**src/ocd_pkg.sv**
```systemverilog
package ocd_pkg;

  // ----------------------------------------
  // Prefix and opcode bytes
  // ----------------------------------------
  localparam logic [7:0] OP_PFX_X = 8'hdd;
  localparam logic [7:0] OP_PFX_Y = 8'hfd;
  localparam logic [7:0] OP_PFX_ALT = 8'h76;
  localparam logic [7:0] OP_PFX_IOI = 8'hd3;
  localparam logic [7:0] OP_PFX_IOE = 8'hdb;
  localparam logic [7:0] OP_PFX_CB = 8'hcb;
  localparam logic [7:0] OP_PFX_ED = 8'hed;
  localparam logic [7:0] OP_BR_SHORT = 8'h18;
  localparam logic [7:0] OP_BR_ABS = 8'hc3;
  localparam logic [7:0] OP_CALL = 8'hcd;
  localparam logic [7:0] OP_FAR_CALL = 8'hcf;
  localparam logic [7:0] OP_EX_ALT = 8'he3;
  localparam logic [7:0] OP_COPY_UP = 8'hb0;
  localparam logic [7:0] OP_LD_XPC = 8'h67;

  // ----------------------------------------
  // Cycle counts
  // ----------------------------------------
  localparam int CYC_W = 20;
  localparam logic [19:0] CYC_DEF = 20'h00002;
  localparam logic [19:0] CYC_BR_SHORT = 20'h00005;
  localparam logic [19:0] CYC_BR_ABS = 20'h00007;
  localparam logic [19:0] CYC_CALL = 20'h0000c;
  localparam logic [19:0] CYC_FAR_CALL = 20'h00013;
  localparam logic [19:0] CYC_BIT_IDX = 20'h0000a;
  localparam logic [19:0] CYC_BIT_MEM = 20'h00007;
  localparam logic [19:0] CYC_BIT_REG = 20'h00004;
  localparam logic [19:0] CYC_EX_ALT = 20'h00004;
  localparam logic [19:0] CYC_COPY_BASE = 20'h00006;
  localparam logic [19:0] CYC_COPY_STEP = 20'h00007;
  localparam logic [19:0] CYC_ED_SHORT = 20'h00004;
  localparam logic [19:0] CYC_LDW = 20'h00006;
  localparam logic [19:0] CYC_LDW_IDX = 20'h00008;
  localparam logic [19:0] CYC_RESTART = 20'h0000a;
  localparam logic [19:0] CYC_LD_IDX = 20'h00009;
  localparam logic [19:0] CYC_ST_IDX = 20'h0000a;
  localparam logic [19:0] CYC_PUSH = 20'h0000a;
  localparam logic [19:0] CYC_POP = 20'h00007;

  // ----------------------------------------
  // Word register select codes, memory operand register code and restart vector mask
  // ----------------------------------------
  localparam logic [3:0] WS_BC = 4'h0;
  localparam logic [3:0] WS_HL = 4'h2;
  localparam logic [3:0] WS_SP = 4'h3;
  localparam logic [3:0] WS_IX = 4'h4;
  localparam logic [3:0] WS_IY = 4'h5;
  localparam logic [3:0] WS_AF = 4'h6;
  localparam logic [3:0] WS_BC_ALT = 4'h7;
  localparam logic [3:0] WS_NONE = 4'hf;
  localparam logic [2:0] RS_MEM = 3'h6;
  localparam logic [7:0] VEC_OK_MASK = 8'hbc;

  // ----------------------------------------
  // Register map
  // ----------------------------------------
  localparam int AXI_AW = 8;
  localparam logic [7:0] REG_CTRL = 8'h00;
  localparam logic [7:0] REG_COPY = 8'h04;
  localparam logic [7:0] REG_COUNT = 8'h08;
  localparam logic [7:0] REG_LAST = 8'h0c;
  localparam int CTRL_HALT_BIT = 0;
  localparam logic [1:0] RESP_OKAY = 2'b00;
  localparam logic [1:0] RESP_SLVERR = 2'b10;

  typedef enum logic [2:0] {
    ST_OP, ST_CB, ST_ED, ST_XD, ST_XOP, ST_OPND, ST_FIN
  } ocd_st_t;

  typedef enum logic [1:0] {M_PLAIN, M_CB, M_ED, M_XCB} ocd_mode_t;

  typedef enum logic [4:0] {
    CL_NONE, CL_OTHER, CL_BR_SHORT, CL_BR_COND, CL_BR_ABS, CL_CALL,
    CL_FAR_CALL, CL_BIT, CL_EX, CL_COPY_UP, CL_PRIO_PUSH, CL_LD_XPC,
    CL_LD_WORD, CL_RESTART, CL_LD_REG, CL_LD_IDX, CL_ST_IDX, CL_PUSH,
    CL_POP, CL_LD_ALT, CL_ADC_WORD
  } ocd_cls_t;

endpackage : ocd_pkg

```
**src/ocd_top.sv**
```systemverilog
// Register access over AXI4-Lite and the register addresses were chosen for this implementation.
`timescale 1ns/1ns
module ocd_top (
  // Clock and reset
  input wire logic clk_sys_i,
  input wire logic sys_rst_i,
  // Opcode byte stream
  input wire logic byte_valid_i,
  input wire logic [7:0] byte_i,
  output logic byte_ready_o,
  // Datapath state
  input wire logic flag_s_i,
  input wire logic flag_z_i,
  input wire logic flag_c_i,
  input wire logic [7:0] logic_res_i,
  input wire logic [15:0] idx_x_i,
  input wire logic [15:0] idx_y_i,
  // Decoded instruction
  output logic dec_valid_o,
  output ocd_pkg::ocd_cls_t dec_class_o,
  output logic [7:0] dec_opcode_o,
  output logic [2:0] reg_sel_o,
  output logic reg_sel_ok_o,
  output logic [3:0] word_sel_o,
  output logic [7:0] bit_mask_o,
  output logic cond_true_o,
  output logic [15:0] disp_o,
  output logic [15:0] eff_addr_o,
  output logic [15:0] imm_o,
  output logic [7:0] seg_ext_o,
  output logic [15:0] restart_vec_o,
  output logic restart_ok_o,
  output logic [1:0] prio_level_o,
  output logic [19:0] cycles_o,
  output logic alt_flags_o,
  output logic alt_reg_o,
  output logic [1:0] io_space_o,
  output logic io_src_o,
  output logic io_dst_o,
  // AXI4-Lite slave
  input wire logic s_axi_awvalid_i,
  output logic s_axi_awready_o,
  input wire logic [ocd_pkg::AXI_AW-1:0] s_axi_awaddr_i,
  input wire logic s_axi_wvalid_i,
  output logic s_axi_wready_o,
  input wire logic [31:0] s_axi_wdata_i,
  input wire logic [3:0] s_axi_wstrb_i,
  output logic s_axi_bvalid_o,
  input wire logic s_axi_bready_i,
  output logic [1:0] s_axi_bresp_o,
  input wire logic s_axi_arvalid_i,
  output logic s_axi_arready_o,
  input wire logic [ocd_pkg::AXI_AW-1:0] s_axi_araddr_i,
  output logic s_axi_rvalid_o,
  input wire logic s_axi_rready_i,
  output logic [31:0] s_axi_rdata_o,
  output logic [1:0] s_axi_rresp_o
);
  import ocd_pkg::*;

  typedef struct packed {
    ocd_st_t st;
    ocd_mode_t mode;
    logic [1:0] idx;
    logic alt;
    logic [1:0] io;
    logic [7:0] op;
    logic [1:0] need;
    logic [1:0] got;
    logic [7:0] b1;
    logic [7:0] b2;
    logic [7:0] b3;
    logic vld;
    ocd_cls_t cls;
    logic [7:0] opc;
    logic [2:0] rsel;
    logic rsel_ok;
    logic [3:0] wsel;
    logic [7:0] mask;
    logic cond;
    logic [15:0] disp;
    logic [15:0] ea;
    logic [15:0] imm;
    logic [7:0] seg;
    logic [15:0] vec;
    logic vec_ok;
    logic [1:0] lvl;
    logic [19:0] cyc;
    logic af;
    logic ar;
    logic [1:0] iosp;
    logic ios;
    logic iod;
    logic halt;
    logic [15:0] copy;
    logic [15:0] cnt;
    logic aw_have;
    logic w_have;
    logic [7:0] awa;
    logic [31:0] wd;
    logic [3:0] ws;
    logic bv;
    logic [1:0] br;
    logic rv;
    logic [31:0] rd;
    logic [1:0] rr;
  } ocd_state_t;

  ocd_state_t q;
  ocd_state_t n;
  logic take;
  logic [15:0] ix;
  logic [15:0] dsx;

  // ----------------------------------------
  // Field helpers
  // ----------------------------------------
  function automatic logic cond3(input logic [2:0] f, input logic s,
                                 input logic z, input logic c,
                                 input logic [3:0] up);
    logic r;
    r = 1'b0;
    unique case (f)
      3'b000: r = !z;
      3'b001: r = z;
      3'b010: r = !c;
      3'b011: r = c;
      3'b100: r = (up == 4'h0);
      3'b101: r = (up != 4'h0);
      3'b110: r = !s;
      3'b111: r = s;
    endcase
    return r;
  endfunction : cond3

  function automatic logic [3:0] wsel_of(input logic [1:0] c,
                                         input logic [1:0] pfx,
                                         input logic stk);
    logic [3:0] w;
    w = {2'b00, c};
    if (c == 2'b11 && stk) begin
      w = WS_AF;
    end else if (c == 2'b10 && pfx == 2'd1) begin
      w = WS_IX;
    end else if (c == 2'b10 && pfx == 2'd2) begin
      w = WS_IY;
    end
    return w;
  endfunction : wsel_of

  // Operand bytes still to fetch after the opcode
  function automatic logic [1:0] need_of(input logic [7:0] o,
                                         input logic [1:0] pfx);
    logic [1:0] k;
    k = 2'd0;
    if ((o[7:5] == 3'b001 && o[2:0] == 3'b000) || o == OP_BR_SHORT) begin
      k = 2'd1;
    end else if (o[7:6] == 2'b11 && o[2:0] == 3'b010) begin
      k = 2'd2;
    end else if (o == OP_BR_ABS || o == OP_CALL) begin
      k = 2'd2;
    end else if (o == OP_FAR_CALL) begin
      k = 2'd3;
    end else if (o[7:6] == 2'b00 && o[3:0] == 4'h1) begin
      k = 2'd2;
    end else if (pfx != 2'd0 && o[7:6] == 2'b01 &&
                 (o[2:0] == RS_MEM || o[5:3] == RS_MEM)) begin
      k = 2'd1;
    end
    return k;
  endfunction : need_of

  assign byte_ready_o = !q.halt && q.st != ST_FIN;
  assign take = byte_valid_i && byte_ready_o;
  assign ix = (q.idx == 2'd2) ? idx_y_i : idx_x_i;
  assign dsx = {{8{q.b1[7]}}, q.b1};

  assign s_axi_awready_o = !q.aw_have && !q.bv;
  assign s_axi_wready_o = !q.w_have && !q.bv;
  assign s_axi_arready_o = !q.rv;

  // ----------------------------------------
  // Next state
  // ----------------------------------------
  always_comb begin
    n = q;
    n.vld = 1'b0;

    // Address and data may arrive in either order
    if (s_axi_awvalid_i && s_axi_awready_o) begin
      n.aw_have = 1'b1;
      n.awa = s_axi_awaddr_i;
    end
    if (s_axi_wvalid_i && s_axi_wready_o) begin
      n.w_have = 1'b1;
      n.wd = s_axi_wdata_i;
      n.ws = s_axi_wstrb_i;
    end
    if (q.aw_have && q.w_have && !q.bv) begin
      n.aw_have = 1'b0;
      n.w_have = 1'b0;
      n.bv = 1'b1;
      n.br = RESP_OKAY;
      case (q.awa)
        REG_CTRL: if (q.ws[0]) n.halt = q.wd[CTRL_HALT_BIT];
        REG_COPY: begin
          if (q.ws[0]) n.copy[7:0] = q.wd[7:0];
          if (q.ws[1]) n.copy[15:8] = q.wd[15:8];
        end
        REG_COUNT, REG_LAST: n.br = RESP_OKAY;
        default: n.br = RESP_SLVERR;
      endcase
    end
    if (q.bv && s_axi_bready_i) n.bv = 1'b0;

    if (s_axi_arvalid_i && !q.rv) begin
      n.rv = 1'b1;
      n.rr = RESP_OKAY;
      case (s_axi_araddr_i)
        REG_CTRL: n.rd = {31'h0, q.halt};
        REG_COPY: n.rd = {16'h0, q.copy};
        REG_COUNT: n.rd = {16'h0, q.cnt};
        REG_LAST: n.rd = {3'h0, q.cls, 4'h0, q.cyc};
        default: begin
          n.rd = 32'h0;
          n.rr = RESP_SLVERR;
        end
      endcase
    end
    if (q.rv && s_axi_rready_i) n.rv = 1'b0;

    // Prefixes accumulate until an opcode arrives
    if (take) begin
      unique case (q.st)
        ST_OP: begin
          if (byte_i == OP_PFX_X) n.idx = 2'd1;
          else if (byte_i == OP_PFX_Y) n.idx = 2'd2;
          else if (byte_i == OP_PFX_ALT) n.alt = 1'b1;
          else if (byte_i == OP_PFX_IOI) n.io = 2'd1;
          else if (byte_i == OP_PFX_IOE) n.io = 2'd2;
          else if (byte_i == OP_PFX_CB) begin
            n.st = (q.idx != 2'd0) ? ST_XD : ST_CB;
          end else if (byte_i == OP_PFX_ED) n.st = ST_ED;
          else begin
            n.op = byte_i;
            n.mode = M_PLAIN;
            n.got = 2'd0;
            n.need = need_of(byte_i, q.idx);
            n.st = (n.need == 2'd0) ? ST_FIN : ST_OPND;
          end
        end
        ST_CB: begin
          n.op = byte_i;
          n.mode = M_CB;
          n.st = ST_FIN;
        end
        ST_ED: begin
          n.op = byte_i;
          n.mode = M_ED;
          n.st = ST_FIN;
        end
        ST_XD: begin
          n.b1 = byte_i;
          n.st = ST_XOP;
        end
        ST_XOP: begin
          n.op = byte_i;
          n.mode = M_XCB;
          n.st = ST_FIN;
        end
        ST_OPND: begin
          if (q.got == 2'd0) n.b1 = byte_i;
          if (q.got == 2'd1) n.b2 = byte_i;
          if (q.got == 2'd2) n.b3 = byte_i;
          n.got = q.got + 2'd1;
          if (n.got == q.need) n.st = ST_FIN;
        end
        ST_FIN: n.st = ST_FIN;
      endcase
    end

    // One idle cycle to decode keeps the byte path shallow
    if (q.st == ST_FIN) begin
      n.vld = 1'b1;
      n.cnt = q.cnt + 16'h1;
      n.opc = q.op;
      n.cls = CL_OTHER;
      n.rsel = q.op[5:3];
      n.wsel = WS_NONE;
      n.mask = 8'h01 << q.op[5:3];
      n.cond = 1'b1;
      n.disp = 16'h0;
      n.ea = 16'h0;
      n.imm = {q.b2, q.b1};
      n.seg = 8'h0;
      n.vec = 16'h0;
      n.vec_ok = 1'b0;
      n.lvl = 2'd0;
      n.cyc = CYC_DEF;
      n.af = 1'b0;
      n.ar = 1'b0;
      n.ios = 1'b0;
      n.iod = 1'b0;
      n.iosp = q.io;
      unique case (q.mode)
        M_PLAIN: begin
          if (q.need == 2'd1 && q.op[7:6] == 2'b00) begin
            n.cls = CL_BR_SHORT;
            n.cond = (q.op == OP_BR_SHORT) ? 1'b1 :
              cond3({1'b0, q.op[4:3]}, flag_s_i, flag_z_i, flag_c_i,
                    logic_res_i[7:4]);
            n.disp = dsx + 16'h0002;
            n.cyc = CYC_BR_SHORT;
          end else if (q.op[7:6] == 2'b11 && q.op[2:0] == 3'b010) begin
            n.cls = CL_BR_COND;
            n.cond = cond3(q.op[5:3], flag_s_i, flag_z_i, flag_c_i,
                           logic_res_i[7:4]);
            n.cyc = CYC_BR_ABS;
          end else if (q.op == OP_BR_ABS) begin
            n.cls = CL_BR_ABS;
            n.cyc = CYC_BR_ABS;
          end else if (q.op == OP_CALL) begin
            n.cls = CL_CALL;
            n.cyc = CYC_CALL;
          end else if (q.op == OP_FAR_CALL) begin
            n.cls = CL_FAR_CALL;
            n.seg = q.b3;
            n.cyc = CYC_FAR_CALL;
          end else if (q.op[7:6] == 2'b00 && q.op[3:0] == 4'h1) begin
            n.cls = CL_LD_WORD;
            n.wsel = wsel_of(q.op[5:4], q.idx, 1'b0);
            n.cyc = (q.idx != 2'd0) ? CYC_LDW_IDX : CYC_LDW;
            n.ar = q.alt;
          end else if (q.op == OP_EX_ALT) begin
            n.cls = CL_EX;
            n.cyc = q.alt ? CYC_EX_ALT : CYC_DEF;
            n.ar = q.alt;
          end else if (q.op[7:6] == 2'b11 && q.op[2:0] == 3'b111) begin
            n.cls = CL_RESTART;
            n.vec = {9'h0, q.op[5:3], 4'h0};
            n.vec_ok = VEC_OK_MASK[q.op[5:3]];
            n.cyc = CYC_RESTART;
          end else if (q.op[7:6] == 2'b11 && q.op[3:0] == 4'h5) begin
            n.cls = CL_PUSH;
            n.wsel = wsel_of(q.op[5:4], 2'd0, 1'b1);
            n.cyc = CYC_PUSH;
          end else if (q.op[7:6] == 2'b11 && q.op[3:0] == 4'h1) begin
            n.cls = CL_POP;
            n.wsel = wsel_of(q.op[5:4], 2'd0, 1'b1);
            n.cyc = CYC_POP;
            n.ar = q.alt;
          end else if (q.op[7:6] == 2'b01 && q.need == 2'd1) begin
            n.ea = ix + dsx;
            n.disp = dsx;
            if (q.op[2:0] == RS_MEM) begin
              n.cls = CL_LD_IDX;
              n.cyc = CYC_LD_IDX;
              n.ar = q.alt;
              n.ios = (q.io != 2'd0);
            end else begin
              n.cls = CL_ST_IDX;
              n.rsel = q.op[2:0];
              n.cyc = CYC_ST_IDX;
              n.iod = (q.io != 2'd0);
            end
          end else if (q.op[7:6] == 2'b01) begin
            n.cls = CL_LD_REG;
            n.ar = q.alt;
          end
        end
        M_CB: begin
          if (q.op[7:6] == 2'b01) begin
            n.cls = CL_BIT;
            n.rsel = q.op[2:0];
            n.cyc = (q.op[2:0] == RS_MEM) ? CYC_BIT_MEM : CYC_BIT_REG;
            n.af = q.alt;
            n.ios = (q.io != 2'd0) && (q.op[2:0] == RS_MEM);
          end
        end
        M_XCB: begin
          n.cls = (q.op[7:6] == 2'b01) ? CL_BIT : CL_OTHER;
          n.rsel = RS_MEM;
          n.disp = dsx;
          n.ea = ix + dsx;
          n.cyc = CYC_BIT_IDX;
          n.af = q.alt;
          n.ios = (q.io != 2'd0);
        end
        M_ED: begin
          if (q.op == OP_COPY_UP) begin
            n.cls = CL_COPY_UP;
            n.cyc = CYC_COPY_BASE +
              CYC_W'({4'h0, q.copy} * CYC_COPY_STEP);
            n.iod = (q.io != 2'd0);
          end else if (q.op == OP_LD_XPC) begin
            n.cls = CL_LD_XPC;
            n.cyc = CYC_ED_SHORT;
          end else if (q.op[7:5] == 3'b010 && q.op[2:0] == 3'b110) begin
            n.cls = CL_PRIO_PUSH;
            n.lvl = {q.op[3], q.op[4]};
            n.cyc = CYC_ED_SHORT;
          end else if (q.op[7:6] == 2'b01 && q.op[2:0] == 3'b001) begin
            n.cls = CL_LD_ALT;
            n.wsel = (q.op[5:4] == 2'b11) ? WS_NONE :
              WS_BC_ALT + {2'b00, q.op[5:4]};
            n.cyc = CYC_ED_SHORT;
          end else if (q.op[7:6] == 2'b01 && q.op[3:0] == 4'ha) begin
            n.cls = CL_ADC_WORD;
            n.wsel = wsel_of(q.op[5:4], 2'd0, 1'b0);
            n.cyc = CYC_ED_SHORT;
            n.af = q.alt;
            n.ar = q.alt;
          end
        end
      endcase
      n.rsel_ok = (n.rsel != RS_MEM);
      n.idx = 2'd0;
      n.alt = 1'b0;
      n.io = 2'd0;
      n.st = ST_OP;
    end
  end

  always_ff @(posedge clk_sys_i or posedge sys_rst_i) begin
    if (sys_rst_i) begin
      q <= '0;
    end else begin
      q <= n;
    end
  end

  // ----------------------------------------
  // Outputs
  // ----------------------------------------
  assign dec_valid_o = q.vld;
  assign dec_class_o = q.cls;
  assign dec_opcode_o = q.opc;
  assign reg_sel_o = q.rsel;
  assign reg_sel_ok_o = q.rsel_ok;
  assign word_sel_o = q.wsel;
  assign bit_mask_o = q.mask;
  assign cond_true_o = q.cond;
  assign disp_o = q.disp;
  assign eff_addr_o = q.ea;
  assign imm_o = q.imm;
  assign seg_ext_o = q.seg;
  assign restart_vec_o = q.vec;
  assign restart_ok_o = q.vec_ok;
  assign prio_level_o = q.lvl;
  assign cycles_o = q.cyc;
  assign alt_flags_o = q.af;
  assign alt_reg_o = q.ar;
  assign io_space_o = q.iosp;
  assign io_src_o = q.ios;
  assign io_dst_o = q.iod;
  assign s_axi_bvalid_o = q.bv;
  assign s_axi_bresp_o = q.br;
  assign s_axi_rvalid_o = q.rv;
  assign s_axi_rdata_o = q.rd;
  assign s_axi_rresp_o = q.rr;

endmodule : ocd_top

```
**config.mk**
```make
export PLATFORM = sky130hd
export DESIGN_NAME = ocd_top
export DESIGN_NICKNAME = d
export VERILOG_FILES = /design/src/ocd_pkg.sv /design/src/ocd_top.sv
export SDC_FILE = /design/constraint.sdc
export NUM_CORES = 1
export LEC_CHECK = 0
export BUFFER_PORTS_ARGS = -buffer_cell sky130_fd_sc_hd__buf_4
export CAP_MARGIN = 20
export CORE_MARGIN = 1.5
export CORE_UTILIZATION = 45
export DETAILED_ROUTE_END_ITERATION = 6
export PLACE_DENSITY = 0.73
export RECOVER_POWER = 25
export REMOVE_ABC_BUFFERS = 1
export SLEW_MARGIN = 20
export SYNTH_ARGS = -nofsm -noshare
export SYNTH_HDL_FRONTEND = slang
export SYNTH_SLANG_ARGS = --single-unit
```
**constraint.sdc**
```tcl
create_clock -name clk_sys_i -period 12.5 [get_ports clk_sys_i]
set_input_delay 2.5 -clock clk_sys_i [delete_from_list [all_inputs] [get_ports clk_sys_i]]
set_output_delay 2.5 -clock clk_sys_i [all_outputs]
set_load 0.1 [all_outputs]
```
==> results of run 1 <==
==> metal layers <==
metal | track usage [%] | vias to the layer above | share of wire [%]
li1 | - | 5396 | -
met5 | 0 | - | 0.045
met1 | 28.5 | 5582 | 44
met3 | 3.26 | 68 | 6.4
met2 | 34.8 | 412 | 47
met4 | 5.89 | 2 | 2.3
==> per-stage QoR <==
step | util (%) | setup slack, ps
after global routing | 51.3 | 4710
after detailed placement | 48.5 | 7590
final | 51.3 | 5660
after floorplan | - | 3190
after global placement | 48.5 | 7610
after CTS | 51.3 | 7590
==> state kept, by name, indices dropped and copies added (netlist names), 2 cells and up <==
register / flops
seg_ext_o: 8
disp_o: 9
prio_level_o: 2
s_axi_rdata_o: 25
dec_class_o: 5
eff_addr_o: 16
restart_vec_o: 3
reg_sel_o: 3
io_space_o: 2
dsx: 8
word_sel_o: 4
cycles_o: 20
bit_mask_o: 8
dec_opcode_o: 8
q: 99
imm_o: 16
==> power breakdown <==
group	leakage [nW]	total, mW	switching [mW]	internal, mW
sequential	3.28	1.19	0.203	0.983
combinational	4.50	1.85	1.37	0.481
clock	0.467	0.846	0.341	0.505
==> logic make-up (layout without fill, tap and decap cells) <==
group           count (synthesis)  in the layout  synth area share (%)
other cells                     1             23                0.0246
compound gates                334            334                  15.0
flops                         248            248                  40.7
buf+inv                       280            341                  11.2
xor+xnor                       45             45                  2.58
fa+ha+maj                      84             84                  7.68
mux                           118            118                  8.67
simple gates                  436            436                  14.1
==> worst paths after layout <==
path                            from             to  slack (ps)  cells past startpoint
max                        sys_rst_i         q[113]        5660                      4
min                           q[263]      imm_o[14]         470                      2
max reg2reg                   q[294]      disp_o[1]        5800                      4
min reg2reg                   q[263]      imm_o[14]         470                      2
max in group clk_sys_i        q[294]      disp_o[1]        5800                      4
min in group asynchronous  sys_rst_i  bit_mask_o[6]        3600                      2
==> critical path, delay by kind of cell <==
| kind | cells | cell delay [ps] |
|---|---|---|
| buffers and inverters | 4 | 4840 |
==> final cells by class <==
type	instances	area, um^2
timing repair buffer	248	1850
tap	448	561
clock buffer	36	781
fill	3025	16300
multi-input combinational	1039	7400
antenna	1	2.50
sequential	248	6210
inverter	42	159
clock inverter	15	184
==> synth_stat cells (all sizes together), types with 7 or more instances <==
| cell type | n | area (um^2) |
|---|---|---|
| buf | 191 | 1380 |
| nand2b | 7 | 43.8 |
| fa | 16 | 320 |
| o211ai | 12 | 90.1 |
| nand2 | 210 | 796 |
| mux2i | 14 | 140 |
| and3 | 10 | 62.6 |
| a31oi | 17 | 106 |
| nor3 | 20 | 125 |
| xnor2 | 25 | 219 |
| a21oi | 50 | 254 |
| nand4 | 14 | 103 |
| dfrtp | 248 | 6210 |
| nor4 | 7 | 58.8 |
| nor2b | 10 | 62.6 |
| mux2 | 103 | 1160 |
| a211oi | 11 | 92.6 |
| and2 | 11 | 68.8 |
| clkbuf | 47 | 176 |
| nand3b | 10 | 87.6 |
| a22oi | 17 | 128 |
| xor2 | 20 | 175 |
| inv | 41 | 154 |
| nor2 | 63 | 249 |
| a21o | 13 | 97.6 |
| o21ai | 106 | 542 |
| o31ai | 13 | 97.6 |
| ha | 68 | 851 |
| nand3 | 45 | 235 |
| a22o | 31 | 272 |
==> implementation parameters, run 1 <==
Parameter                              Value

Status
  Status ... finished with violations
  Violated checks ... capacitance limit, slew limit

Synth
  FF+latch count, synth ... 248
  Sequential element share of the synthesized area ... 40.7%
  EDFF count, synth ... 0
  Number of unique standard cell types used by synthesis ... 91
  Avg Synthesized Cell Area ... 9.86 um^2
  Instance count of the mapped netlist ... 1546
  Syn Std Cell Area ... 15300 um^2
  Most common flop cell mapped by yosys ... dfrtp_1
  Share of synthesized registers carrying an async set or reset ... 100%
  Synth Warn # ... 0

Global route
  Number of global-route vias before repair ... 11.5k
  GRT Overall Usage ... 21.0%
  Leftover overflow at the end of global routing ... 0
  Initial antenna violation count ... 2
  Largest net degree at the start of global routing ... 123
  Wire length of the first global-routing pass ... 60500 um

Worst setup path
  Critical Path End Type ... asynchronous set/reset pin
  Most used cell, CP ... buf_4
  Arrival @ worst endpoint ... 7450 ps
  Largest fanout of any net on the critical path ... 122
  CP max stage delay ... 2960 ps
  Worst setup SP type ... input port
  Worst Path Required ... 13110 ps
  Worst path slowest cell ... clkinvlp_2
  Kind of critical path ... input port to asynchronous set/reset pin
  Cell-by-cell listing of the critical path ... clkbuf_4 -> clkinvlp_2 -> buf_4 -> buf_4

Clock tree
  Clock tree from TritonCTS ... built
  Post-CTS clock slew at the launch and capture registers of the worst setup and hold paths ... 60 ps
  Inserted Clock Buffers ... 28
  Worst-skew pair later-pin latency ... 550 ps
  Maximum clock insertion buffer count ... 3
  Number of hold buffers added after cts ... 0
  Count of instances resized after the clock tree is built ... 0
  Setup repair bufs after CTS ... 0
  CTS Sinks ... 248
  CTS H-tree lvls ... 1
  Library cell used as clock root buffer ... clkbuf_16

Detailed routing
  DRC violation count after routing ... 0
  Antenna Violating Nets Remaining ... 0
  First-pass iteration count of the detailed router ... 5
  Ratio of routed vias to standard cells ... 5.52
  Average wire length per cell after detail routing ... 18.0 um
  Starting DRC count in detailed routing ... 633
  Total vias in the final route ... 11.5k
  Final routed wirelength across all metal layers ... 37400 um

Layout
  Most common cell after layout, fill and taps aside ... dfrtp_1
  Most frequent cells in the layout ... dfrtp_1, buf_4, nand2_1
  Final Instance Count excl. Fillers ... 2077
  Share of cells above drive strength 1 ... 26.3%
  Syn-to-layout area delta ... 12.4%
  Layout net count ... 1802
  Final standard cell area without fillers ... 17100 um^2

STA
  Max transition margin ... -258%
  Fraction of the cycle the final worst path needs ... 54.7%
  Final-report setup violation count ... 0
  Worst clock skew on the final layout ... 29.5 ps
  Hold slack final ... 469 ps
  Max Fclk ... 146 MHz
  RSZ-0062 raised after global routing ... false
  Number of pins with negative max-slew slack in the final report ... 319
  Transition time at the pin with the least slew margin ... 5350 ps
  Setup_tns ... 0 ps
  Clock period minus worst slack ... 6840 ps
  Fin. Hold Viols ... 0

Floorplanning
  Top-level I/O count ... 285
  Placement row count ... 67
  Full die area ... 35000 um^2
  Initial core utilization ... 45.6%
  CORE AREA ... 33400 um^2
  Die Span X ... 187 um
  Die Height ... 187 um

Placement
  Post-detailed-placement half-perimeter wirelength ... 27000 um
  Total instance count after detailed placement ... 2025
  Total cell area at the placement stage ... 16200 um^2
  Final weighted congestion of routability-driven global placement ... 0.923
  Quantity of I/O buffers inserted on ports ... 240

Power and ir drop
  Worst IR Drop VDD ... 0.000148 V
  Leak pwr ... 8.25 nW
  Total power divided by cell area ... 226 nW/um^2
  Final Power ... 3.88 mW

Run
  Number of max-cap violations ... 4

Hold path
  Classification of the worst-slack hold path ... register to register
Power figures use the tool's default switching activity.
==> inputs of run 2 (changes only) <==
- clock period: 12.5 -> 6.4 ns (I/O delays scaled with it)
==> run 2 against run 1 <==
The flow still finishes with violations (capacitance limit, slew limit). Via count hardly changed. Sequential power increased by 96%. Sequential share of layout area fell by 0.23 points. Critical path depth unchanged. Global-route usage rose by 0.25 points. Setup slack worse by 3500 ps. Clock power increased by 110%. Non-clock buffer count is 2 lower. Combinational power rose by 95%. Worst hold slack gained 6.2 ps. Die area unchanged. Sequential cell count unchanged. Critical path type is now register to primary output. Highest routed layer is now met4.
==> implementation parameters, run 2 (same netlist as run 1, synthesis figures left out) <==
Parameter                              Value

Detailed routing
  Total vias in the final route ... 11.5k (about the same)
  DRC violation count after routing ... 0 (unchanged)
  First-pass iteration count of the detailed router ... 6 (was 5)
  Final routed wirelength across all metal layers ... 37400 um (unchanged)
  Starting DRC count in detailed routing ... 502 (was 633)
  Ratio of routed vias to standard cells ... 5.52 (about the same)
  Antenna Violating Nets Remaining ... 0 (unchanged)
  Average wire length per cell after detail routing ... 18.0 um (about the same)

Clock tree
  Setup repair bufs after CTS ... 0 (unchanged)
  Maximum clock insertion buffer count ... 3 (unchanged)
  CTS H-tree lvls ... 1 (unchanged)
  Number of hold buffers added after cts ... 0 (unchanged)
  Clock tree from TritonCTS ... built (unchanged)
  Inserted Clock Buffers ... 28 (unchanged)
  Worst-skew pair later-pin latency ... 550 ps (about the same)
  Library cell used as clock root buffer ... clkbuf_16 (unchanged)
  Count of instances resized after the clock tree is built ... 0 (unchanged)
  Post-CTS clock slew at the launch and capture registers of the worst setup and hold paths ... 60 ps (about the same)
  CTS Sinks ... 248 (unchanged)

STA
  Clock period minus worst slack ... 4280 ps
  Number of pins with negative max-slew slack in the final report ... 122 (was 319)
  Final-report setup violation count ... 0 (unchanged)
  Fin. Hold Viols ... 0 (unchanged)
  Max Fclk ... 234 MHz
  Transition time at the pin with the least slew margin ... 2650 ps (was 5350 ps)
  Fraction of the cycle the final worst path needs ... 66.9%
  Max transition margin ... -76.6% (was -258%)
  Worst clock skew on the final layout ... 13.5 ps (was 29.5 ps)
  RSZ-0062 raised after global routing ... false (unchanged)

Global route
  Largest net degree at the start of global routing ... 128 (was 123)
  Wire length of the first global-routing pass ... 61300 um (was 60500 um)
  Leftover overflow at the end of global routing ... 0 (unchanged)
  GRT Overall Usage ... 21.3% (was 21.0%)
  Initial antenna violation count ... 1 (was 2)
  Number of global-route vias before repair ... 11.5k (about the same)

Worst setup path
  Worst setup SP type ... register (was input port)
  Beginning of the worst register-to-register path ... q[288] (was q[294])
  Arrival @ worst endpoint ... 3000 ps (was 7450 ps)
  Count of cells along the worst register-to-register path ... 11 (was 4)
  CP startpoint ... q[294] (was sys_rst_i)
  Cell-by-cell listing of the critical path ... nand3b_4 -> inv_2 -> nor2_2 -> buf_4 (was clkbuf_4 -> clkinvlp_2 -> buf_4 -> buf_4)
  Worst path slowest cell ... inv_2 (was clkinvlp_2)
  CP max stage delay ... 820 ps (was 2960 ps)
  Kind of critical path ... register to primary output (was input port to asynchronous set/reset pin)
  Largest fanout of any net on the critical path ... 45 (was 122)
  Register-to-register setup slack ... 2740 ps (was 5800 ps)
  Crit path to ... byte_ready_o (was q[113])
  Critical register-to-register path endpoint ... eff_addr_o[14] (was disp_o[1])
  Critical Path End Type ... primary output (was asynchronous set/reset pin)
  Worst Path Required ... 5120 ps (was 13110 ps)

Floorplanning
  Top-level I/O count ... 285 (unchanged)
  Die Span X ... 187 um (unchanged)
  Placement row count ... 67 (unchanged)
  Die Height ... 187 um (unchanged)
  Initial core utilization ... 45.6% (unchanged)
  Full die area ... 35000 um^2 (unchanged)
  CORE AREA ... 33400 um^2 (unchanged)

Hold path
  Classification of the worst-slack hold path ... register to register (unchanged)
  Startpoint of the tightest hold check path ... imm_o[14] (was q[263])

Layout
  Area of the multi-input gates ... 7410 um^2 (was 7400 um^2)
  Final standard cell area without fillers ... 17300 um^2 (was 17100 um^2)
  Final-layout fill cell count ... 3034 (was 3025)
  Storage element area ... 6210 um^2 (unchanged)
  Max FFs per register ... 99 (unchanged)
  Share of cells above drive strength 1 ... 26.6% (was 26.3%)
  Most frequent cells in the layout ... dfrtp_1, buf_4, nand2_1 (unchanged)
  Final Instance Count excl. Fillers ... 2076 (was 2077)
  Register with the most flip-flops ... q (unchanged)
  Layout net count ... 1800 (was 1802)
  Most common cell after layout, fill and taps aside ... dfrtp_1 (unchanged)
  Syn-to-layout area delta ... 13.1% (was 12.4%)

Placement
  Post-detailed-placement half-perimeter wirelength ... 26700 um (was 27000 um)
  Total cell area at the placement stage ... 16200 um^2 (about the same)
  Total instance count after detailed placement ... 2023 (was 2025)
  Quantity of I/O buffers inserted on ports ... 240 (unchanged)
  Final weighted congestion of routability-driven global placement ... 0.901 (was 0.923)

Status
  Violated checks ... capacitance limit, slew limit (unchanged)
  Status ... finished with violations (unchanged)

Power and ir drop
  Leak pwr ... 8.32 nW (was 8.25 nW)
  Total power divided by cell area ... 448 nW/um^2 (was 226 nW/um^2)
  Worst IR Drop VDD ... 0.000409 V (was 0.000148 V)

Run
  Number of max-cap violations ... 1 (was 4)
[run 2: changes by cell type in the layout (fill, tap and decap cells not counted), sizes merged]
cell      previous run  this run
buf                243       240
bufinv               3         6
clkinv               9        10
clkinvlp             4         1
inv                 41        42
[run 2: critical path, delay by kind of cell, from the launching register on]
kind                   cells  cell delay, ps
and+or+nand+nor            2             630
DFF                        1             710
buffers and inverters      2            1080
[run 2: how the worst min path moves through the flow]
stage                              end  slack (ps)  cells after the start
after floorplan              imm_o[10]         430                      2
after global placement       imm_o[11]         450                      2
after detailed placement     imm_o[14]         470                      2
after CTS                        q[99]         480                      1
after global routing      seg_ext_o[0]         510                      1
final                        imm_o[14]         480                      2
[run 2: final cells by class]
cell class                 instances  share of cell area [%]
sequential                       248                    36.0
multi-input combinational       1039                    43.0
inverter                          42                   0.936
antenna                            1                  0.0145
clock inverter                    17                    1.41
tap                              448                    3.25
timing repair buffer             246                    10.8
clock buffer                      35                    4.69
[run 2: power breakdown]
group	leakage, nW	internal [mW]	switching [mW]	total (mW)
logic	4.50	0.933	2.67	3.60
clock network	0.530	1.13	0.665	1.80
registers	3.28	1.92	0.409	2.33
total	8.32	3.98	3.75	7.73
[run 2: stage by stage]
step / worst slack (ps) / power (mW) / util (%) / hold WS, ps / TNS (ps)
final: 2120 / 7.73 / 51.6 / 475 / 0
after detailed placement: 2680 / 5.94 / 48.4 / 465 / 0
after floorplan: -1690 / 4.98 / - / 433 / -420340
after global placement: 2740 / 5.87 / 48.4 / 451 / 0
after global routing: 1930 / 8.13 / 51.6 / 507 / 0
after CTS: 2100 / 7.77 / 51.6 / 480 / 0
[run 2: layer usage]
layer  share of wire [%]  GRT usage, %  vias up
met3                 6.4          3.56       53
met1                  45          29.1     5632
met4                 1.8          5.58        0
met2                  47          35.0      383
li1                    -             -     5401
met5                   0             0        -
==> inputs of run 3 (changes only) <==
- ABC_AREA: unset -> 1
- clock period: 6.4 -> 4.2 ns (I/O delays scaled with it)
==> run 3 against run 2 <==
The flow still finishes with violations (capacitance limit, slew limit). Sequential share of layout area fell by 0.56 points. Largest power group unchanged. Via count up 14%. Register-to-register slack got worse by 1700 ps. Global-route usage up 1.7 points.
==> implementation parameters, run 3 <==
Parameter                              Value

Worst setup path
  Total buffers and inverters traversed by the critical path ... 2 (unchanged)
  Critical Path End Type ... register (was primary output)
  Largest fanout of any net on the critical path ... 20 (was 45)
  Kind of cell adding the most delay to the critical path ... compound AO/OA/AOI/OAI gates (was buffers and inverters)
  Arrival @ worst endpoint ... 3620 ps (was 3000 ps)
  Worst setup SP type ... register (unchanged)
  Worst Path Required ... 4630 ps (was 5120 ps)
  Kind of critical path ... register to register (was register to primary output)
  Cell-by-cell listing of the critical path ... inv_1 -> nand2_1 -> o21ai_0 -> inv_1 -> fa_1 -> o21ai_0 -> a21oi_1 -> or2_2 -> nand3_1 -> nand2_1 (was nand3b_4 -> inv_2 -> nor2_2 -> buf_4)
  CP max stage delay ... 500 ps (was 820 ps)
  Worst path slowest cell ... o21ai_0 (was inv_2)

STA
  Max Fclk ... 314 MHz
  RSZ-0062 raised after global routing ... false (unchanged)
  Transition time at the pin with the least slew margin ... 2090 ps (was 2650 ps)
  Final-report setup violation count ... 0 (unchanged)
  Hold slack final ... 476 ps (was 475 ps)
  Worst clock skew on the final layout ... 19.3 ps (was 13.5 ps)
  Clock period minus worst slack ... 3190 ps
  Max transition margin ... -39.6% (was -76.6%)
  Number of pins with negative max-slew slack in the final report ... 96 (was 122)
  Fin. Hold Viols ... 0 (unchanged)
  Setup_tns ... 0 ps (unchanged)
  Fraction of the cycle the final worst path needs ... 75.9%

Synth
  Top area cells in the synthesized netlist ... dfrtp_1, nand2_1, buf_4, ha_1, o21ai_0 (was dfrtp_1, buf_4, mux2_2, ha_1, nand2_1)
  Top cell type by total area after synthesis ... dfrtp_1 (unchanged)
  Synth Warn # ... 0 (unchanged)
  Most common flop cell mapped by yosys ... dfrtp_1 (unchanged)
  Area share of the largest cell type after synthesis ... 40.0% (was 40.7%)
  Sequential element share of the synthesized area ... 40.0% (was 40.7%)
  EDFF count, synth ... 0 (unchanged)
  List of most frequent post-synthesis cells ... nand2_1, dfrtp_1, inv_1 (was dfrtp_1, nand2_1, buf_4)
  Number of unique standard cell types used by synthesis ... 51 (was 91)
  Syn Std Cell Area ... 15500 um^2 (was 15300 um^2)
  Avg Synthesized Cell Area ... 7.80 um^2 (was 9.86 um^2)
  Share of synthesized registers carrying an async set or reset ... 100% (unchanged)
  FF+latch count, synth ... 248 (unchanged)
  Most common cell in the synthesized netlist ... nand2_1 (was dfrtp_1)
  Instance count of the mapped netlist ... 1987 (was 1546)

Layout
  Most frequent cells in the layout ... nand2_1, dfrtp_1, buf_4 (was dfrtp_1, buf_4, nand2_1)
  Max FFs per register ... 99 (unchanged)
  Storage element area ... 6210 um^2 (unchanged)
  Syn-to-layout area delta ... 13.0% (was 13.1%)
  Final-layout fill cell count ... 3281 (was 3034)
  Register with the most flip-flops ... q (unchanged)
  Layout net count ... 2271 (was 1800)
  Most common cell after layout, fill and taps aside ... nand2_1 (was dfrtp_1)
  Share of cells above drive strength 1 ... 16.8% (was 26.6%)
  Area of the multi-input gates ... 7200 um^2 (was 7410 um^2)
  Final standard cell utilization of the core ... 52.0% (was 51.6%)

Power and ir drop
  Leak pwr ... 9.17 nW (was 8.32 nW)
  Worst IR Drop VDD ... 0.000504 V (was 0.000409 V)
  Total power divided by cell area ... 672 nW/um^2 (was 448 nW/um^2)

Clock tree
  Maximum clock insertion buffer count ... 3 (unchanged)
  Post-CTS clock slew at the launch and capture registers of the worst setup and hold paths ... 70 ps (was 60 ps)
  Count of instances resized after the clock tree is built ... 0 (unchanged)
  Inserted Clock Buffers ... 28 (unchanged)
  CTS H-tree lvls ... 1 (unchanged)
  CTS Sinks ... 248 (unchanged)
  Clock tree from TritonCTS ... built (unchanged)
  Library cell used as clock root buffer ... clkbuf_16 (unchanged)
  Number of hold buffers added after cts ... 0 (unchanged)
  Worst-skew pair later-pin latency ... 560 ps (was 550 ps)
  Setup repair bufs after CTS ... 0 (unchanged)

Floorplanning
  Full die area ... 35600 um^2 (was 35000 um^2)
  Placement row count ... 67 (unchanged)
  Die Height ... 189 um (was 187 um)
  Die Span X ... 189 um (was 187 um)
  CORE AREA ... 33700 um^2 (was 33400 um^2)
  Initial core utilization ... 46.0% (was 45.6%)
  Top-level I/O count ... 285 (unchanged)

Placement
  Quantity of I/O buffers inserted on ports ... 240 (unchanged)
  Post-detailed-placement half-perimeter wirelength ... 30600 um (was 26700 um)
  Final weighted congestion of routability-driven global placement ... 0.936 (was 0.901)

Global route
  Wire length of the first global-routing pass ... 66500 um (was 61300 um)
  GRT Overall Usage ... 23.0% (was 21.3%)
  Leftover overflow at the end of global routing ... 0 (unchanged)
  Initial antenna violation count ... 3 (was 1)
  Number of global-route vias before repair ... 12.7k (was 11.5k)
  Largest net degree at the start of global routing ... 96 (was 128)

Detailed routing
  Antenna Violating Nets Remaining ... 0 (unchanged)
  First-pass iteration count of the detailed router ... 5 (was 6)
  Starting DRC count in detailed routing ... 921 (was 502)
  Ratio of routed vias to standard cells ... 5.14 (was 5.52)
  DRC violation count after routing ... 0 (unchanged)
  Average wire length per cell after detail routing ... 16.2 um (was 18.0 um)
  Final routed wirelength across all metal layers ... 41200 um (was 37400 um)
  Total vias in the final route ... 13.1k (was 11.5k)

Run
  Number of max-cap violations ... 1 (unchanged)

Hold path
  Classification of the worst-slack hold path ... register to register (unchanged)

Status
  Violated checks ... capacitance limit, slew limit (unchanged)
  Status ... finished with violations (unchanged)
run 3: changes by cell type after synthesis, sizes merged, moves of 16 or more:
cell / before / now
o21ai: 106 / 172
nor2: 63 / 146
a31oi: 17 / 1
a22oi: 17 / 0
inv: 41 / 183
a21oi: 50 / 97
nand3: 45 / 123
mux2: 103 / 19
xnor2: 25 / 9
nand2: 210 / 549
a22o: 31 / 4
clkbuf: 47 / 22
run 3: worst paths after layout:
check	depth (start not counted)	from	slack (ps)	end
worst max-delay path	10	q[288]	1010	eff_addr_o[8]
worst min-delay path	2	s_axi_rdata_o[12]	480	s_axi_rdata_o[12]
worst max register to register	10	q[288]	1010	eff_addr_o[8]
worst min register to register	2	s_axi_rdata_o[12]	480	s_axi_rdata_o[12]
max in group asynchronous	3	sys_rst_i	1120	dec_opcode_o[6]
min in group asynchronous	2	sys_rst_i	880	dec_valid_o
run 3: routing by layer:
layer  up-vias  global-route usage, %  wire length (um)
met5         -                      0                 0
met4         0                   6.04               927
met3        55                   3.22              2640
met2       423                   37.3             18900
met1      6180                   32.3             18700
li1       6451                      -                 -
run 3: power by group:
part           switching [mW]  internal [mW]
logic                    4.47           1.36
registers               0.461           2.93
clock network            1.02           1.53
run 3: area by class of cell:
class | count | share of cell area (%)
tap | 448 | 3.20
clock inverter | 12 | 0.671
inverter | 186 | 4.01
timing repair buffer | 253 | 10.7
sequential | 248 | 35.4
antenna | 2 | 0.0286
clock buffer | 40 | 4.89
multi-input combinational | 1359 | 41.1
run 3: cells by family (layout without fill, tap and decap cells):
group           count (synthesis)  count (layout)  share of synthesized area (%)
xor+xnor                       26              26                           1.47
simple gates                  880             880                           23.9
compound gates                327             327                           11.5
flops                         248             248                           40.0
other cells                     1              24                         0.0242
buf+inv                       401             491                           14.1
mux                            20              20                           1.44
fa+ha+maj                      84              84                           7.55
run 3: per-stage QoR:
step                area (um^2)  instances  power [mW]  setup WS [ps]
global route              17500       2547        12.5            502
CTS                       17600       2546        11.9           1030
global placement          16600       2494        9.18           1060
detailed placement        16600       2494        9.26           1030
finish                    17500       2548        11.8           1010
floorplan                 14100       1793        7.73          -3450
run 3: worst min-delay path, stage by stage (launching register included):
cell     delay, ps
dfrtp_1        340
nand2_1         50
nand2_1         50
